==> src/hw/pms_pkg.sv <==
package pms_pkg;
   localparam int CLK_MHZ = 100;
   // register byte offsets
   localparam logic [7:0] OFS_CTRL = 8'h00;
   localparam logic [7:0] OFS_WAKE_EN = 8'h04;
   localparam logic [7:0] OFS_WAKE_CAUSE = 8'h08;
   localparam logic [7:0] OFS_RESET_CAUSE = 8'h0C;
   localparam logic [7:0] OFS_DEEP_CAUSE = 8'h10;
   localparam logic [7:0] OFS_STATUS = 8'h14;
   // control field positions
   localparam int CTRL_BACKUP = 0;
   localparam int CTRL_HOLD_LOGIC = 1;
   localparam int CTRL_QUICK_WAKE = 2;
   localparam int CTRL_SLOW_SEL = 3;
   localparam int CTRL_WAKE_CLK = 4;
   localparam int CTRL_LEVEL_LO = 5;
   localparam int CTRL_SCALE_REQ = 7;
   localparam int CTRL_SLEEP_LO = 8;
   localparam int CTRL_XTAL32_EN = 10;
   localparam int CTRL_RC32_EN = 11;
   localparam int CTRL_IRQ_EN = 12;
   localparam int CTRL_W = 13;
   localparam logic [12:0] CTRL_RESET = 13'h0000;
   // wake cause bits: 0 ext irq lines, 1 calendar timer, 7 power ok
   localparam int WAKE_W = 8;
   localparam logic [7:0] WAKE_EXEMPT = 8'h03;
   localparam int WAKE_POWER_OK_FLAG = 7;
   localparam int RSTC_BACKUP = 4;
   localparam int RST_W = 4;
   localparam int BKW_W = 5;
   localparam int BKW_EXT_LINES = 0;
   localparam logic [1:0] LEVEL_DEFAULT = 2'h0;
   localparam logic [1:0] SLEEP_SRC_STOP = 2'h3;
   // clock source restart and regulator settle times
   localparam int SRC_WAKE_NS = 1000;
   localparam int SETTLE_NS = 2000;
   localparam int SRC_WAKE_CYC = (SRC_WAKE_NS * CLK_MHZ + 999) / 1000;
   localparam int SETTLE_CYC = (SETTLE_NS * CLK_MHZ + 999) / 1000;
   localparam int CNT_W = 12;

   typedef enum logic [2:0] {
      PMS_RUN = 3'b000,
      PMS_SLEEP = 3'b001,
      PMS_DEEP = 3'b010,
      PMS_BACKUP = 3'b011,
      PMS_CLKUP = 3'b100,
      PMS_WAKEUP = 3'b101,
      PMS_CORE_RST = 3'b110,
      PMS_SCALE = 3'b111
   } pms_state_t;

   typedef struct packed {
      logic cpu;
      logic ahb;
      logic apb;
      logic src;
      logic sysrc;
   } pms_clk_t;
endpackage

==> src/hw/pms_sequencer.sv <==
// Chosen here: the Avalon-MM register port and the placing of the registers.
`timescale 1ns/10ps
// Notes on behaviour
// - light sleep wakes on any qualified unmasked interrupt, back to run.
// - interrupts from modules with stopped clocks cannot wake light sleep.
// - wait/retention stop all clocks but enabled 32 kHz oscillators.
// - wait/retention keep core powered and its state retained.
// - wfi, deep sleep 1, backup 0 enters wait; hold_logic_select picks retention.
// - enabled async wake returns to run, cause recorded, wake irq if enabled.
// - backup powers core off, keeps backup domain, 32k clock, io config.
// - wfi with deep sleep 1 and backup 1 enters backup mode.
// - backup exits on brownout, watchdog, pin reset, or enabled wake.
// - backup wake sources: ext line edges, brownouts, calendar timer, watchdog.
// - slow_clk_source_sel picks crystal or rc 32 kHz for backup clocking.
// - reset exit: default level, release once supply ready, flag cause.
// - wake exit: core reset only, keep level, set backup flag, record cause.
// - light sleep wake waits source restart only if sources stopped.
// - run switch waits for regulator ready unless quick wake set.
// - wait wake restarts on system rc osc, or quick rc if selected.
// - flash forced to one wait state until regulator ready after wake.
// - level change applied at wfi, halts until stable, wakes on power ok.
module pms_sequencer #(
   parameter int SRC_WAKE_CYCLES = pms_pkg::SRC_WAKE_CYC,
   parameter int SETTLE_CYCLES = pms_pkg::SETTLE_CYC
) (
   input wire logic CLOCK,
   input wire logic RST_N,
   input wire logic [7:0] AVS_ADDRESS,
   input wire logic AVS_READ,
   input wire logic AVS_WRITE,
   input wire logic [31:0] AVS_WRITEDATA,
   output logic [31:0] AVS_READDATA,
   output logic AVS_WAITREQUEST,
   input wire logic WFI,
   input wire logic DEEP_SLEEP,
   input wire logic IRQ_AHB,
   input wire logic IRQ_APB,
   input wire logic IRQ_SRC,
   input wire logic IRQ_SLOW,
   input wire logic [7:0] ASYNC_WAKE,
   input wire logic [4:0] BACKUP_SELECT_BIT_WAKE,
   input wire logic [3:0] RST_SRC,
   input wire logic REG_READY,
   output pms_pkg::pms_clk_t CLK_EN,
   output logic XTAL32_RUN,
   output logic RC32_RUN,
   output logic SLOW_CLK_SEL,
   output logic CORE_PWR_ON,
   output logic CORE_RST_N,
   output logic IO_HOLD,
   output logic RETAIN,
   output logic MAIN_CLK_QUICK,
   output logic FLASH_ONE_WAIT,
   output logic [1:0] REG_LEVEL,
   output logic POWER_OK,
   output logic WAKE_IRQ
);
   initial
   begin
      if (SRC_WAKE_CYCLES < 1 || SRC_WAKE_CYCLES > 4095 || SETTLE_CYCLES < 1 || SETTLE_CYCLES > 4095)
         $error("cycle counts must lie in 1..4095");
   end

   localparam int SYNC_W = 18;
   localparam logic [11:0] SRC_WAKE_LOAD = 12'(SRC_WAKE_CYCLES);
   localparam logic [11:0] SETTLE_LOAD = 12'(SETTLE_CYCLES);

   logic [SYNC_W-1:0] sync1;
   logic [SYNC_W-1:0] sync2;
   logic [4:0] backup_select_bit_prev;
   pms_pkg::pms_state_t state;
   pms_pkg::pms_state_t next_state;
   logic [11:0] cnt;
   logic [12:0] ctrl;
   logic [7:0] wake_en;
   logic [7:0] wake_cause;
   logic [4:0] reset_cause;
   logic [4:0] deep_cause;
   logic core_rst;
   logic ack;

   // pins from outside the clock domain
   always_ff @(posedge CLOCK or negedge RST_N)
   begin
      if (!RST_N)
      begin
         sync1 <= '0;
         sync2 <= '0;
      end
      else
      begin
         sync1 <= {REG_READY, RST_SRC, BACKUP_SELECT_BIT_WAKE, ASYNC_WAKE};
         sync2 <= sync1;
      end
   end

   logic [7:0] s_async;
   logic [4:0] s_backup_select_bit;
   logic [3:0] s_rst;
   logic s_ready;
   assign s_async = sync2[7:0];
   assign s_backup_select_bit = sync2[12:8];
   assign s_rst = sync2[16:13];
   assign s_ready = sync2[17];

   always_ff @(posedge CLOCK or negedge RST_N)
   begin
      if (!RST_N)
         backup_select_bit_prev <= '0;
      else
         backup_select_bit_prev <= s_backup_select_bit;
   end

   logic wfi_take;
   logic rst_any;
   logic irq_wake;
   logic async_hit;
   logic [4:0] backup_select_bit_hit;
   logic [1:0] sleep_lvl;
   logic quick;
   logic bus_wr;
   assign sleep_lvl = ctrl[pms_pkg::CTRL_SLEEP_LO +: 2];
   assign quick = ctrl[pms_pkg::CTRL_QUICK_WAKE];
   assign wfi_take = WFI && state == pms_pkg::PMS_RUN;
   assign rst_any = |s_rst;
   // a stopped module cannot raise its interrupt
   assign irq_wake = (IRQ_AHB && CLK_EN.ahb) || (IRQ_APB && CLK_EN.apb) || (IRQ_SRC && CLK_EN.src) || IRQ_SLOW;
   // ext lines and calendar timer need no async enable
   assign async_hit = |(s_async & (wake_en | pms_pkg::WAKE_EXEMPT));
   // ext lines wake on transitions, the rest on level
   assign backup_select_bit_hit = {s_backup_select_bit[4:1], s_backup_select_bit[0] ^ backup_select_bit_prev[0]};
   assign bus_wr = AVS_WRITE && !AVS_WAITREQUEST;

   always_comb
   begin
      next_state = state;
      case (state)
         pms_pkg::PMS_RUN:
         begin
            if (wfi_take && DEEP_SLEEP && ctrl[pms_pkg::CTRL_BACKUP])
               next_state = pms_pkg::PMS_BACKUP;
            else if (wfi_take && DEEP_SLEEP)
               next_state = pms_pkg::PMS_DEEP;
            else if (wfi_take && ctrl[pms_pkg::CTRL_SCALE_REQ])
               next_state = pms_pkg::PMS_SCALE;
            else if (wfi_take)
               next_state = pms_pkg::PMS_SLEEP;
         end
         pms_pkg::PMS_SLEEP:
         begin
            if (irq_wake && sleep_lvl == pms_pkg::SLEEP_SRC_STOP)
               next_state = pms_pkg::PMS_CLKUP;
            else if (irq_wake)
               next_state = pms_pkg::PMS_RUN;
         end
         pms_pkg::PMS_DEEP:
         begin
            if (async_hit)
               next_state = pms_pkg::PMS_WAKEUP;
         end
         pms_pkg::PMS_BACKUP:
         begin
            if (|backup_select_bit_hit)
               next_state = pms_pkg::PMS_CORE_RST;
         end
         pms_pkg::PMS_CLKUP:
         begin
            if (cnt == '0)
               next_state = pms_pkg::PMS_RUN;
         end
         pms_pkg::PMS_WAKEUP:
         begin
            if (cnt == '0 && (s_ready || quick))
               next_state = pms_pkg::PMS_RUN;
         end
         pms_pkg::PMS_CORE_RST:
         begin
            if (cnt == '0 && s_ready)
               next_state = pms_pkg::PMS_RUN;
         end
         pms_pkg::PMS_SCALE:
         begin
            if (cnt == '0 && s_ready)
               next_state = pms_pkg::PMS_RUN;
         end
         default:
            next_state = pms_pkg::PMS_CORE_RST;
      endcase
      if (rst_any)
         next_state = pms_pkg::PMS_CORE_RST;
   end

   always_ff @(posedge CLOCK or negedge RST_N)
   begin
      if (!RST_N)
         state <= pms_pkg::PMS_CORE_RST;
      else
         state <= next_state;
   end

   // restart and settle timer, loaded on entry
   always_ff @(posedge CLOCK or negedge RST_N)
   begin
      if (!RST_N)
         cnt <= SETTLE_LOAD;
      else if (next_state != state && next_state == pms_pkg::PMS_CLKUP)
         cnt <= SRC_WAKE_LOAD;
      else if (next_state != state && next_state == pms_pkg::PMS_WAKEUP)
         cnt <= SRC_WAKE_LOAD;
      else if (next_state != state)
         cnt <= SETTLE_LOAD;
      else if (cnt != '0)
         cnt <= cnt - 12'h001;
   end

   // core-domain reset, registered from next_state so it is in step with the state
   always_ff @(posedge CLOCK or negedge RST_N)
   begin
      if (!RST_N)
         core_rst <= 1'b1;
      else
         core_rst <= next_state == pms_pkg::PMS_CORE_RST || next_state == pms_pkg::PMS_BACKUP;
   end

   // backup-domain control, survives the backup-wake core reset, cleared by any reset source
   always_ff @(posedge CLOCK or negedge RST_N)
   begin
      if (!RST_N)
         ctrl <= pms_pkg::CTRL_RESET;
      else if (rst_any)
         ctrl <= pms_pkg::CTRL_RESET;
      else
      begin
         if (bus_wr && AVS_ADDRESS == pms_pkg::OFS_CTRL)
            ctrl <= AVS_WRITEDATA[12:0];
         if (state == pms_pkg::PMS_SCALE && next_state == pms_pkg::PMS_RUN)
            ctrl[pms_pkg::CTRL_SCALE_REQ] <= 1'b0;
      end
   end

   always_ff @(posedge CLOCK or negedge RST_N)
   begin
      if (!RST_N)
         wake_en <= '0;
      else if (core_rst)
         wake_en <= '0;
      else if (bus_wr && AVS_ADDRESS == pms_pkg::OFS_WAKE_EN)
         wake_en <= AVS_WRITEDATA[7:0];
   end

   // write one to clear; a new event wins over the clear
   always_ff @(posedge CLOCK or negedge RST_N)
   begin
      if (!RST_N)
         wake_cause <= '0;
      else if (core_rst)
         wake_cause <= '0;
      else
      begin
         if (bus_wr && AVS_ADDRESS == pms_pkg::OFS_WAKE_CAUSE)
            wake_cause <= wake_cause & ~AVS_WRITEDATA[7:0];
         if (state == pms_pkg::PMS_DEEP && async_hit)
            wake_cause <= s_async & (wake_en | pms_pkg::WAKE_EXEMPT);
         if (state == pms_pkg::PMS_SCALE && next_state == pms_pkg::PMS_RUN)
            wake_cause[pms_pkg::WAKE_POWER_OK_FLAG] <= 1'b1;
      end
   end

   always_ff @(posedge CLOCK or negedge RST_N)
   begin
      if (!RST_N)
         reset_cause <= '0;
      else
      begin
         if (bus_wr && AVS_ADDRESS == pms_pkg::OFS_RESET_CAUSE)
            reset_cause <= reset_cause & ~AVS_WRITEDATA[4:0];
         if (rst_any)
            reset_cause <= {1'b0, s_rst};
         else if (state == pms_pkg::PMS_BACKUP && |backup_select_bit_hit)
            reset_cause <= 5'h10;
      end
   end

   always_ff @(posedge CLOCK or negedge RST_N)
   begin
      if (!RST_N)
         deep_cause <= '0;
      else
      begin
         if (bus_wr && AVS_ADDRESS == pms_pkg::OFS_DEEP_CAUSE)
            deep_cause <= deep_cause & ~AVS_WRITEDATA[4:0];
         if (state == pms_pkg::PMS_BACKUP && |backup_select_bit_hit && !rst_any)
            deep_cause <= backup_select_bit_hit;
      end
   end

   // clock gating per state
   always_ff @(posedge CLOCK or negedge RST_N)
   begin
      if (!RST_N)
         CLK_EN <= 5'h01;
      else
         case (next_state)
            pms_pkg::PMS_RUN:
               CLK_EN <= 5'h1F;
            pms_pkg::PMS_SLEEP, pms_pkg::PMS_SCALE:
               CLK_EN <= {1'b0, sleep_lvl < 2'h1, sleep_lvl < 2'h2, sleep_lvl < 2'h3, 1'b1};
            pms_pkg::PMS_DEEP, pms_pkg::PMS_BACKUP:
               CLK_EN <= 5'h00;
            pms_pkg::PMS_CLKUP, pms_pkg::PMS_WAKEUP:
               CLK_EN <= 5'h03;
            default:
               CLK_EN <= 5'h01;
         endcase
   end

   always_ff @(posedge CLOCK or negedge RST_N)
   begin
      if (!RST_N)
      begin
         XTAL32_RUN <= 1'b0;
         RC32_RUN <= 1'b0;
         SLOW_CLK_SEL <= 1'b0;
      end
      else
      begin
         XTAL32_RUN <= ctrl[pms_pkg::CTRL_XTAL32_EN];
         RC32_RUN <= ctrl[pms_pkg::CTRL_RC32_EN];
         SLOW_CLK_SEL <= ctrl[pms_pkg::CTRL_SLOW_SEL];
      end
   end

   // power, retention and io hold
   always_ff @(posedge CLOCK or negedge RST_N)
   begin
      if (!RST_N)
      begin
         CORE_PWR_ON <= 1'b1;
         CORE_RST_N <= 1'b0;
         IO_HOLD <= 1'b0;
         RETAIN <= 1'b0;
      end
      else
      begin
         CORE_PWR_ON <= next_state != pms_pkg::PMS_BACKUP;
         CORE_RST_N <= !(next_state == pms_pkg::PMS_CORE_RST || next_state == pms_pkg::PMS_BACKUP);
         IO_HOLD <= next_state == pms_pkg::PMS_BACKUP;
         RETAIN <= next_state == pms_pkg::PMS_DEEP && ctrl[pms_pkg::CTRL_HOLD_LOGIC];
      end
   end

   // wake clock, flash wait states, regulator level, power ok
   always_ff @(posedge CLOCK or negedge RST_N)
   begin
      if (!RST_N)
      begin
         MAIN_CLK_QUICK <= 1'b0;
         FLASH_ONE_WAIT <= 1'b1;
         REG_LEVEL <= pms_pkg::LEVEL_DEFAULT;
         POWER_OK <= 1'b0;
      end
      else
      begin
         if (next_state == pms_pkg::PMS_WAKEUP)
            MAIN_CLK_QUICK <= ctrl[pms_pkg::CTRL_WAKE_CLK];
         else if (next_state != pms_pkg::PMS_RUN)
            MAIN_CLK_QUICK <= 1'b0;
         FLASH_ONE_WAIT <= next_state == pms_pkg::PMS_WAKEUP || next_state == pms_pkg::PMS_CORE_RST
            || !s_ready || (FLASH_ONE_WAIT && !POWER_OK);
         if (rst_any)
            REG_LEVEL <= pms_pkg::LEVEL_DEFAULT;
         else if (next_state == pms_pkg::PMS_SCALE)
            REG_LEVEL <= ctrl[pms_pkg::CTRL_LEVEL_LO +: 2];
         POWER_OK <= s_ready && next_state != pms_pkg::PMS_SCALE && state != pms_pkg::PMS_SCALE
            && next_state != pms_pkg::PMS_CORE_RST;
      end
   end

   // wake interrupt pulse on return from wait or scaling
   always_ff @(posedge CLOCK or negedge RST_N)
   begin
      if (!RST_N)
         WAKE_IRQ <= 1'b0;
      else
         WAKE_IRQ <= ctrl[pms_pkg::CTRL_IRQ_EN] && next_state == pms_pkg::PMS_RUN
            && (state == pms_pkg::PMS_WAKEUP || state == pms_pkg::PMS_SCALE);
   end

   // bus slave: waitrequest drops for exactly one cycle per access
   always_ff @(posedge CLOCK or negedge RST_N)
   begin
      if (!RST_N)
      begin
         ack <= 1'b0;
         AVS_WAITREQUEST <= 1'b1;
      end
      else
      begin
         ack <= (AVS_READ || AVS_WRITE) && AVS_WAITREQUEST && !ack;
         AVS_WAITREQUEST <= !((AVS_READ || AVS_WRITE) && AVS_WAITREQUEST && !ack);
      end
   end

   always_ff @(posedge CLOCK or negedge RST_N)
   begin
      if (!RST_N)
         AVS_READDATA <= '0;
      else if (AVS_READ && AVS_WAITREQUEST)
         case (AVS_ADDRESS)
            pms_pkg::OFS_CTRL:
               AVS_READDATA <= {19'h00000, ctrl};
            pms_pkg::OFS_WAKE_EN:
               AVS_READDATA <= {24'h000000, wake_en};
            pms_pkg::OFS_WAKE_CAUSE:
               AVS_READDATA <= {24'h000000, wake_cause};
            pms_pkg::OFS_RESET_CAUSE:
               AVS_READDATA <= {27'h0000000, reset_cause};
            pms_pkg::OFS_DEEP_CAUSE:
               AVS_READDATA <= {27'h0000000, deep_cause};
            pms_pkg::OFS_STATUS:
               AVS_READDATA <= {25'h0000000, REG_LEVEL, FLASH_ONE_WAIT, state, POWER_OK};
            default:
               AVS_READDATA <= '0;
         endcase
   end

   property p_sleep_wake;
      @(posedge CLOCK) disable iff (!RST_N)
      state == pms_pkg::PMS_SLEEP && irq_wake && sleep_lvl != 2'h3 && !rst_any |=> state == pms_pkg::PMS_RUN;
   endproperty
   a_sleep_wake: assert property (p_sleep_wake) else $error("light sleep did not wake");

   property p_gated_irq;
      @(posedge CLOCK) disable iff (!RST_N)
      state == pms_pkg::PMS_SLEEP && !irq_wake && !rst_any |=> state == pms_pkg::PMS_SLEEP;
   endproperty
   a_gated_irq: assert property (p_gated_irq) else $error("sleep left without wake");

   property p_deep_clocks;
      @(posedge CLOCK) disable iff (!RST_N)
      state == pms_pkg::PMS_DEEP |-> CLK_EN == 5'h00 && CORE_PWR_ON;
   endproperty
   a_deep_clocks: assert property (p_deep_clocks) else $error("clock running in wait");

   property p_enter_backup;
      @(posedge CLOCK) disable iff (!RST_N)
      wfi_take && DEEP_SLEEP && ctrl[pms_pkg::CTRL_BACKUP] && !rst_any |=> ##1 !CORE_PWR_ON && IO_HOLD;
   endproperty
   a_enter_backup: assert property (p_enter_backup) else $error("backup entry missed");

   property p_backup_flag;
      @(posedge CLOCK) disable iff (!RST_N)
      state == pms_pkg::PMS_BACKUP && |backup_select_bit_hit && !rst_any |=> reset_cause[pms_pkg::RSTC_BACKUP] && !CORE_RST_N;
   endproperty
   a_backup_flag: assert property (p_backup_flag) else $error("backup wake not flagged");

   property p_reset_exit;
      @(posedge CLOCK) disable iff (!RST_N)
      $rose(CORE_RST_N) |-> $past(s_ready) && $past(state) == pms_pkg::PMS_CORE_RST;
   endproperty
   a_reset_exit: assert property (p_reset_exit) else $error("core reset released early");

   property p_scale_ok_low;
      @(posedge CLOCK) disable iff (!RST_N)
      state == pms_pkg::PMS_SCALE |=> !POWER_OK;
   endproperty
   a_scale_ok_low: assert property (p_scale_ok_low) else $error("power ok high while scaling");

   property p_scale_done;
      @(posedge CLOCK) disable iff (!RST_N)
      state == pms_pkg::PMS_SCALE && next_state == pms_pkg::PMS_RUN && !rst_any
         |=> wake_cause[pms_pkg::WAKE_POWER_OK_FLAG] && !ctrl[pms_pkg::CTRL_SCALE_REQ];
   endproperty
   a_scale_done: assert property (p_scale_done) else $error("scaling end not reported");

   property p_flash_wait;
      @(posedge CLOCK) disable iff (!RST_N)
      state == pms_pkg::PMS_WAKEUP |-> FLASH_ONE_WAIT;
   endproperty
   a_flash_wait: assert property (p_flash_wait) else $error("flash not slowed on wake");

   property p_quick;
      @(posedge CLOCK) disable iff (!RST_N)
      state == pms_pkg::PMS_WAKEUP && cnt == '0 && !s_ready && !quick && !rst_any |=> state == pms_pkg::PMS_WAKEUP;
   endproperty
   a_quick: assert property (p_quick) else $error("wake left before regulator ready");
endmodule // pms_sequencer

==> config.mk <==
export PLATFORM = sky130hd
export DESIGN_NAME = pms_sequencer
export DESIGN_NICKNAME = d
export VERILOG_FILES = /design/src/hw/pms_pkg.sv /design/src/hw/pms_sequencer.sv
export SDC_FILE = /design/constraint.sdc
export NUM_CORES = 1
export LEC_CHECK = 0
export BUFFER_PORTS_ARGS = -buffer_cell sky130_fd_sc_hd__clkbuf_2
export CORE_ASPECT_RATIO = 0.7
export CORE_MARGIN = 8
export CORE_UTILIZATION = 54
export DETAILED_ROUTE_END_ITERATION = 8
export PLACE_DENSITY = 0.89
export SLEW_MARGIN = 20
export SYNTH_ARGS = -nofsm -noshare
export SYNTH_HDL_FRONTEND = slang
export SYNTH_SLANG_ARGS = --single-unit
==> constraint.sdc <==
create_clock -name CLOCK -period 3 [get_ports CLOCK]
set_clock_uncertainty 0.1 [all_clocks]
set_input_delay 0.6 -clock CLOCK [delete_from_list [all_inputs] [get_ports CLOCK]]
set_output_delay 0.6 -clock CLOCK [all_outputs]
set_load 0.03 [all_outputs]
# ---- Word-level counts from Yosys, hierarchy flattened
# Index checks and enable logic that the tools add are counted.
dict set report word_totals {
  ff_bits 144
  inputBits 68
  wordCells 178
}
dict set report classes {
  n_eq_ne 25
  magnitude_cmp 3
  n_mux 37
  reduce_logical 72
  n_addsub 1
  bitwise 7
}
# operator n
set ops {}
lappend ops {{case mux 13 bit (6 select lines)} 1}
lappend ops {{2-to-1 mux 12 bit} 4}
lappend ops {{2-to-1 mux 8 bit} 5}
lappend ops {{2-to-1 mux 3 bit} 12}
lappend ops {{logical AND 1 bit} 32}
lappend ops {{2-to-1 mux 13 bit} 2}
lappend ops {{2-to-1 mux 5 bit} 5}
lappend ops {{equality test 3 bit (second input constant)} 8}
lappend ops {{case mux 3 bit (7 select lines)} 1}
lappend ops {{case mux 5 bit (4 select lines)} 1}
lappend ops {{AND 8 bit} 2}
lappend ops {{equality test 8 x 4 -> 1 bit (second input constant)} 2}
lappend ops {{equality test 8 x 5 -> 1 bit (second input constant)} 2}
lappend ops {{equality test 3 x 2 -> 1 bit (second input constant)} 4}
lappend ops {{zero test 12 bit} 1}
lappend ops {{nonzero test 12 bit} 1}
lappend ops {{nonzero test 3 bit} 4}
lappend ops {{subtractor 12 x 1 -> 12 bit (second input constant)} 1}
lappend ops {{AND 5 bit} 2}
lappend ops {{logical OR 1 bit} 10}
lappend ops {{nonzero test 2 bit} 5}
lappend ops {{!= test 3 bit (second input constant)} 3}
lappend ops {{equality test 8 x 3 -> 1 bit (second input constant)} 1}
lappend ops {{zero test 8 bit} 1}
lappend ops {{other kinds (18)} 35}

# ---- Logic depth before layout (Yosys ltp)
dict set report logic_depth {
  depth_word 12
  depth_mapped 12
  mapped_depth_nobuf 10
}

# ---- Least setup slack after synthesis
# OpenSTA, ideal clock, no wires.
dict set report synth_timing {
  path_kind {register -> register}
  start {register cnt[0]}
  end {register cnt[1]}
  t_required_ps 2813
  arrival_time_ps 2330
  path_slack_ps 483
  stages_incl_launch_ff 12
  path_buffers 2
  setup_ps 87
  cell_sequence {dfrtp_1 -> inv_1 -> ha_1 -> nor3b_1 -> and3_1 -> buf_4 -> nand2_2 -> a311o_1 -> xnor2_1 -> nand3_2 -> buf_6 -> a211oi_2}
}
dict set report synth_between {
  elab_chain_len 9
  elab_cells_between_ends 20
  classes_between {add/sub (1); eq/ne (3); mux (9); reduce/logical (7)}
}
# element line
set synth_rtl {}
lappend synth_rtl {{from (decl)} pms_sequencer.sv:73} ;# logic [11:0] cnt;
lappend synth_rtl {{from (signal assigned)} pms_sequencer.sv:213} ;# cnt <= cnt - 12'h001;
lappend synth_rtl {{zero test 12 bit} n/a}
lappend synth_rtl {{logical AND 1 bit (on tied branches)} {pms_sequencer.sv:178, pms_sequencer.sv:183, pms_sequencer.sv:173}}
lappend synth_rtl {{2-to-1 mux 3 bit (on tied branches)} {pms_sequencer.sv:178, pms_sequencer.sv:183, pms_sequencer.sv:173}}
lappend synth_rtl {{case mux 3 bit (7 select lines)} pms_sequencer.sv:137} ;# case (state)
lappend synth_rtl {{2-to-1 mux 3 bit} pms_sequencer.sv:189} ;# if (rst_any)
lappend synth_rtl {{!= test 3 bit / equality test 3 bit (equally long branches)} {pms_sequencer.sv:206, pms_sequencer.sv:208, pms_sequencer.sv:210}}
lappend synth_rtl {{2-to-1 mux 12 bit / logical AND 1 bit (equally long branches)} {pms_sequencer.sv:210, pms_sequencer.sv:208}}
lappend synth_rtl {{2-to-1 mux 12 bit} pms_sequencer.sv:208} ;# else if (next_state != state && next_state == pms_pkg::PMS_WAKEUP)
lappend synth_rtl {{2-to-1 mux 12 bit} pms_sequencer.sv:206} ;# else if (next_state != state && next_state == pms_pkg::PMS_CLKUP)
# Parallel ways exist; a longest one is shown, timed or not. The select of a mux whose other input is x is not followed.
# A chain may end at the register's enable or synchronous reset.

# ---- Final worst setup path
dict set report layout_timing {
  start {register cnt[0]}
  end {register cnt[2]}
}
dict set report layout_between {
  elab_chain_len 9
  elab_cells_between_ends 20
  classes_between {add/sub (1); eq/ne (3); mux (9); reduce/logical (7)}
}
# element line
set layout_rtl {}
lappend layout_rtl {{zero test 12 bit *} n/a}
lappend layout_rtl {{logical AND 1 bit (on tied branches)} {pms_sequencer.sv:178, pms_sequencer.sv:183, pms_sequencer.sv:173}}
lappend layout_rtl {{2-to-1 mux 3 bit (on tied branches)} {pms_sequencer.sv:178, pms_sequencer.sv:183, pms_sequencer.sv:173}}
lappend layout_rtl {{case mux 3 bit (7 select lines) *} pms_sequencer.sv:137}
lappend layout_rtl {{2-to-1 mux 3 bit *} pms_sequencer.sv:189}
lappend layout_rtl {{via next_state[0]} pms_sequencer.sv:72} ;# pms_pkg::pms_state_t next_state;
lappend layout_rtl {{!= test 3 bit / equality test 3 bit (equally long branches)} {pms_sequencer.sv:206, pms_sequencer.sv:208, pms_sequencer.sv:210}}
lappend layout_rtl {{2-to-1 mux 12 bit / logical AND 1 bit (equally long branches)} {pms_sequencer.sv:210, pms_sequencer.sv:208}}
lappend layout_rtl {{2-to-1 mux 12 bit} pms_sequencer.sv:208}
lappend layout_rtl {{2-to-1 mux 12 bit} pms_sequencer.sv:206}
# Mark *: on every way through the listed nets, which the timed path passes. The rest lies on a longest branch. The select of a mux whose other input is x is not followed.

==> flow_metrics.tcl <==
set metrics [dict create \
    cp_max_fo 9 \
    async_flop_share 1.00 \
    cts_tree "built" \
    post-route-min-period_ns 2.80 \
    ys_types 70 \
    antenna_found_initial 0 \
    diodes 0 \
    drt-total-wl_um 13100 \
    power_density_nw_per_um2 620 \
    grt_pass1_vias 4149 \
    dr.pass1.iters 5 \
    synth_flop_cell "dfrtp_1" \
    port_buffers 80 \
    numCtsBuffers 17 \
    rr_worst_depth 11 \
    die_area_sq_um 13500 \
    setup_viol 0 \
    design_area_sq_um 6550 \
    synth_simple_gate_area_frac 0.143 \
    ant_nets 0 \
    fp.dieH_um 99.5 \
    rsz0062_at_grt "false" \
    track_usage 0.203 \
    min_path_type "in -> async" \
    synth_top_area_share 0.535 \
    drive_above_1_share 0.267 \
    wl_per_cell_um 18.1 \
    cts-root-buf "clkbuf_16" \
    synth_top_family_by_area "simple AND/OR/NAND/NOR gates" \
    p_sw_frac 0.219 \
    nFillCells 701 \
    leakagePower_nw 3.07 \
    path_clk_slew_ns 0.06 \
    setup_tns_ns 0 \
    hold_buffers 0 \
    worst_hold_slack_ns 0.126 \
    outcome "complete, no violations" \
    regArea_sq_um 3140 \
    p_clk_frac 0.510 \
    synth_xor_area_frac 0.0209 \
    dr.first_iter.drc_count 391 \
    synth_compound_gate_area_share 0.134 \
    power_frac_seq 0.434 \
    num_rows 30 \
    multi_input_area_sq_um 1990 \
    worst_pin_slew_ns 0.981 \
    hpwl_um 9580 \
    start_kind "flip-flop" \
    combPwrFrac 0.056 \
    slew_violations 0 \
    grt_max_degree 55 \
    yosys.area.top_type "dfrtp_1" \
    num_vias 4112 \
    max_cap_viol_count 0 \
    ir_drop_mv 0.419 \
    cp.arrival_ns 3.00 \
    ys_warn_count 0 \
    p_int_w 0.00318 \
    synth_adder_area_share 0.00233 \
    syn_area_sq_um 5380 \
    ctsLongestPathBuffers 2 \
    cts.sinks 125 \
    syn_to_final_growth_pct 21.8 \
    synth_mux_area_frac 0.0544 \
    netlist_instances 491 \
    core_sq_um 9680 \
    placed_cell_area_sq_um 5920 \
    max_freq_mhz 357 \
    die_x_um 135 \
    grt_first_pass_wirelength_um 21100 \
    slew_headroom 0.344 \
    htreeDepth 4 \
    insertion_delay_ns 0.42 \
    grt_overflow 0 \
    worst-endpoint-required_ns 3.20 \
    syn_avg_cell_area_sq_um 11.0 \
    synth-seq-cells 125 \
    synth_edf_count 0 \
    switchingPower_w 0.000890 \
    layout.nets 655 \
    hold_viol 0 \
    start_util 0.556 \
    ios 119 \
    netlist_top_cells_area "dfrtp_1, mux2i_1, dfstp_2, nand2_1, nor2_1" \
    drc 0 \
    period_share 0.933 \
    drt-vias-per-instance 5.66 \
    yosysSeqAreaShare 0.584 \
    gp_congestion 0.882 \
    critPathKind "reg -> reg" \
    end_kind "flip-flop" \
]
## synth_stat cells, types with 3 or more instances
library cell,number
nor3_1,5
a21oi_1,18
clkbuf_1,15
o21ai_0,20
buf_4,20
nand3_1,14
inv_1,20
o21ai_1,4
nor4_1,4
a22oi_1,3
a211oi_1,4
buf_1,3
nand3b_1,6
nor2_1,47
nand2b_1,4
a31o_2,4
mux2i_1,27
nand2_1,56
dfrtp_1,115
dfstp_2,10
xor2_1,3
o22ai_1,7
xnor2_1,8
a31oi_1,3
a22o_1,12
and3_1,4
## worst max-delay path, cell delays in order, from the launching register on
cell	delay (ns)
dfrtp_1	0.38
inv_1	0.10
ha_1	0.21
nor3b_2	0.30
o2111ai_1	0.17
a41o_1	0.31
a21oi_2	0.20
a21oi_4	0.13
xnor2_1	0.21
nand3_2	0.22
buf_4	0.22
mux2i_1	0.11
## power groups by stage
stage / sequential [W] / combinational, W / clock, W
final: 0.00177 / 0.000227 / 0.00207
after global routing: 0.00177 / 0.000248 / 0.00217
after CTS: 0.00177 / 0.000227 / 0.00210
after detailed placement: 0.00179 / 0.000226 / 0
after global placement: 0.00179 / 0.000218 / 0
after floorplan: 0.00180 / 0.000121 / 0
## cell type report
cell class                      instances  area share
Clock buffer                           27      0.0813
Clock inverter                          5      0.0118
Inverter                               22      0.0126
Multi-Input combinational cell        321       0.304
Sequential cell                       125       0.479
Tap cell                              128      0.0244
Timing Repair Buffer                   99      0.0871
## per-stage QoR
stage / instances / power (W) / setup WS (ns) / utilization
2_1_floorplan: 509 / 0.00192 / 0.483 / -
3_3_place_gp: 693 / 0.00201 / 0.243 / 0.611
3_5_place_dp: 693 / 0.00202 / 0.111 / 0.611
4_1_cts: 725 / 0.00410 / 0.0465 / 0.674
5_1_grt: 727 / 0.00419 / 0.00264 / 0.677
6_report: 727 / 0.00407 / 0.201 / 0.677
## flip-flops by register name, indices dropped and copies added (netlist names), 2 cells and up
register      cells
sync1            18
sync2            18
AVS_READDATA     13
ctrl             13
cnt              12
wake_cause        8
wake_en           8
CLK_EN            5
deep_cause        5
reset_cause       5
state             3
REG_LEVEL         2
## metal layers
| layer | vias up | part of all wire | global-route usage |
|---|---|---|---|
| li1 | 1867 | - | - |
| met1 | 1981 | 0.43 | 0.269 |
| met2 | 237 | 0.45 | 0.296 |
| met3 | 27 | 0.11 | 0.0816 |
| met4 | 0 | 0.014 | 0.0663 |
| met5 | - | 0 | 0 |
## placed cells by master, fill, tap and decap left out, types with 3 or more instances in the layout
| cell | synthesis | final |
|---|---|---|
| o21ai_0 | 20 | 20 |
| a22o_1 | 12 | 12 |
| clkbuf_2 | 0 | 79 |
| nand2b_1 | 4 | 4 |
| nor2_1 | 47 | 47 |
| clkbuf_1 | 15 | 3 |
| clkbuf_8 | 0 | 7 |
| a22oi_1 | 3 | 3 |
| and3_1 | 4 | 4 |
| nor4_1 | 4 | 4 |
| nand2_1 | 56 | 56 |
| inv_1 | 20 | 20 |
| o21ai_1 | 4 | 4 |
| o22ai_1 | 7 | 7 |
| a31o_2 | 4 | 4 |
| mux2i_1 | 27 | 27 |
| nand3_1 | 14 | 14 |
| nand3b_1 | 6 | 6 |
| xor2_1 | 3 | 3 |
| conb_1 | 1 | 19 |
| a31oi_1 | 3 | 3 |
| a21oi_1 | 18 | 18 |
| dfrtp_1 | 115 | 115 |
| nor3_1 | 5 | 5 |
| dfstp_2 | 10 | 10 |
| buf_4 | 20 | 18 |
| xnor2_1 | 8 | 8 |
| clkbuf_16 | 0 | 17 |
| a211oi_1 | 4 | 3 |
## kinds of logic (layout without fill, tap and decap cells)
family,Yosys count,in the layout
multiplexers,29,29
other,1,19
flip-flops,125,125
AND/OR/NAND/NOR,158,158
buffers and inverters,63,153
AO/OA/AOI/OAI,102,102
adder cells (fa/ha/maj),1,1
XOR/XNOR,12,12
## timing repair
item	4_1_cts	5_1_grt
setup endpoints to repair	0	10
buffers inserted	0	2
resized for setup	0	2
## path summary, 6_finish.rpt
kind / startpoint / endpoint / slack, ns
max: cnt[0] / cnt[2] / 0.20
min: RST_N / sync1[15] / 0.13
max reg2reg: cnt[0] / cnt[2] / 0.20
min reg2reg: sync1[6] / sync2[6] / 0.24
max in group asynchronous: RST_N / AVS_WAITREQUEST / 1.96
min in group CLOCK: REG_READY / sync1[17] / 0.19
Power figures use the tool's default switching activity.
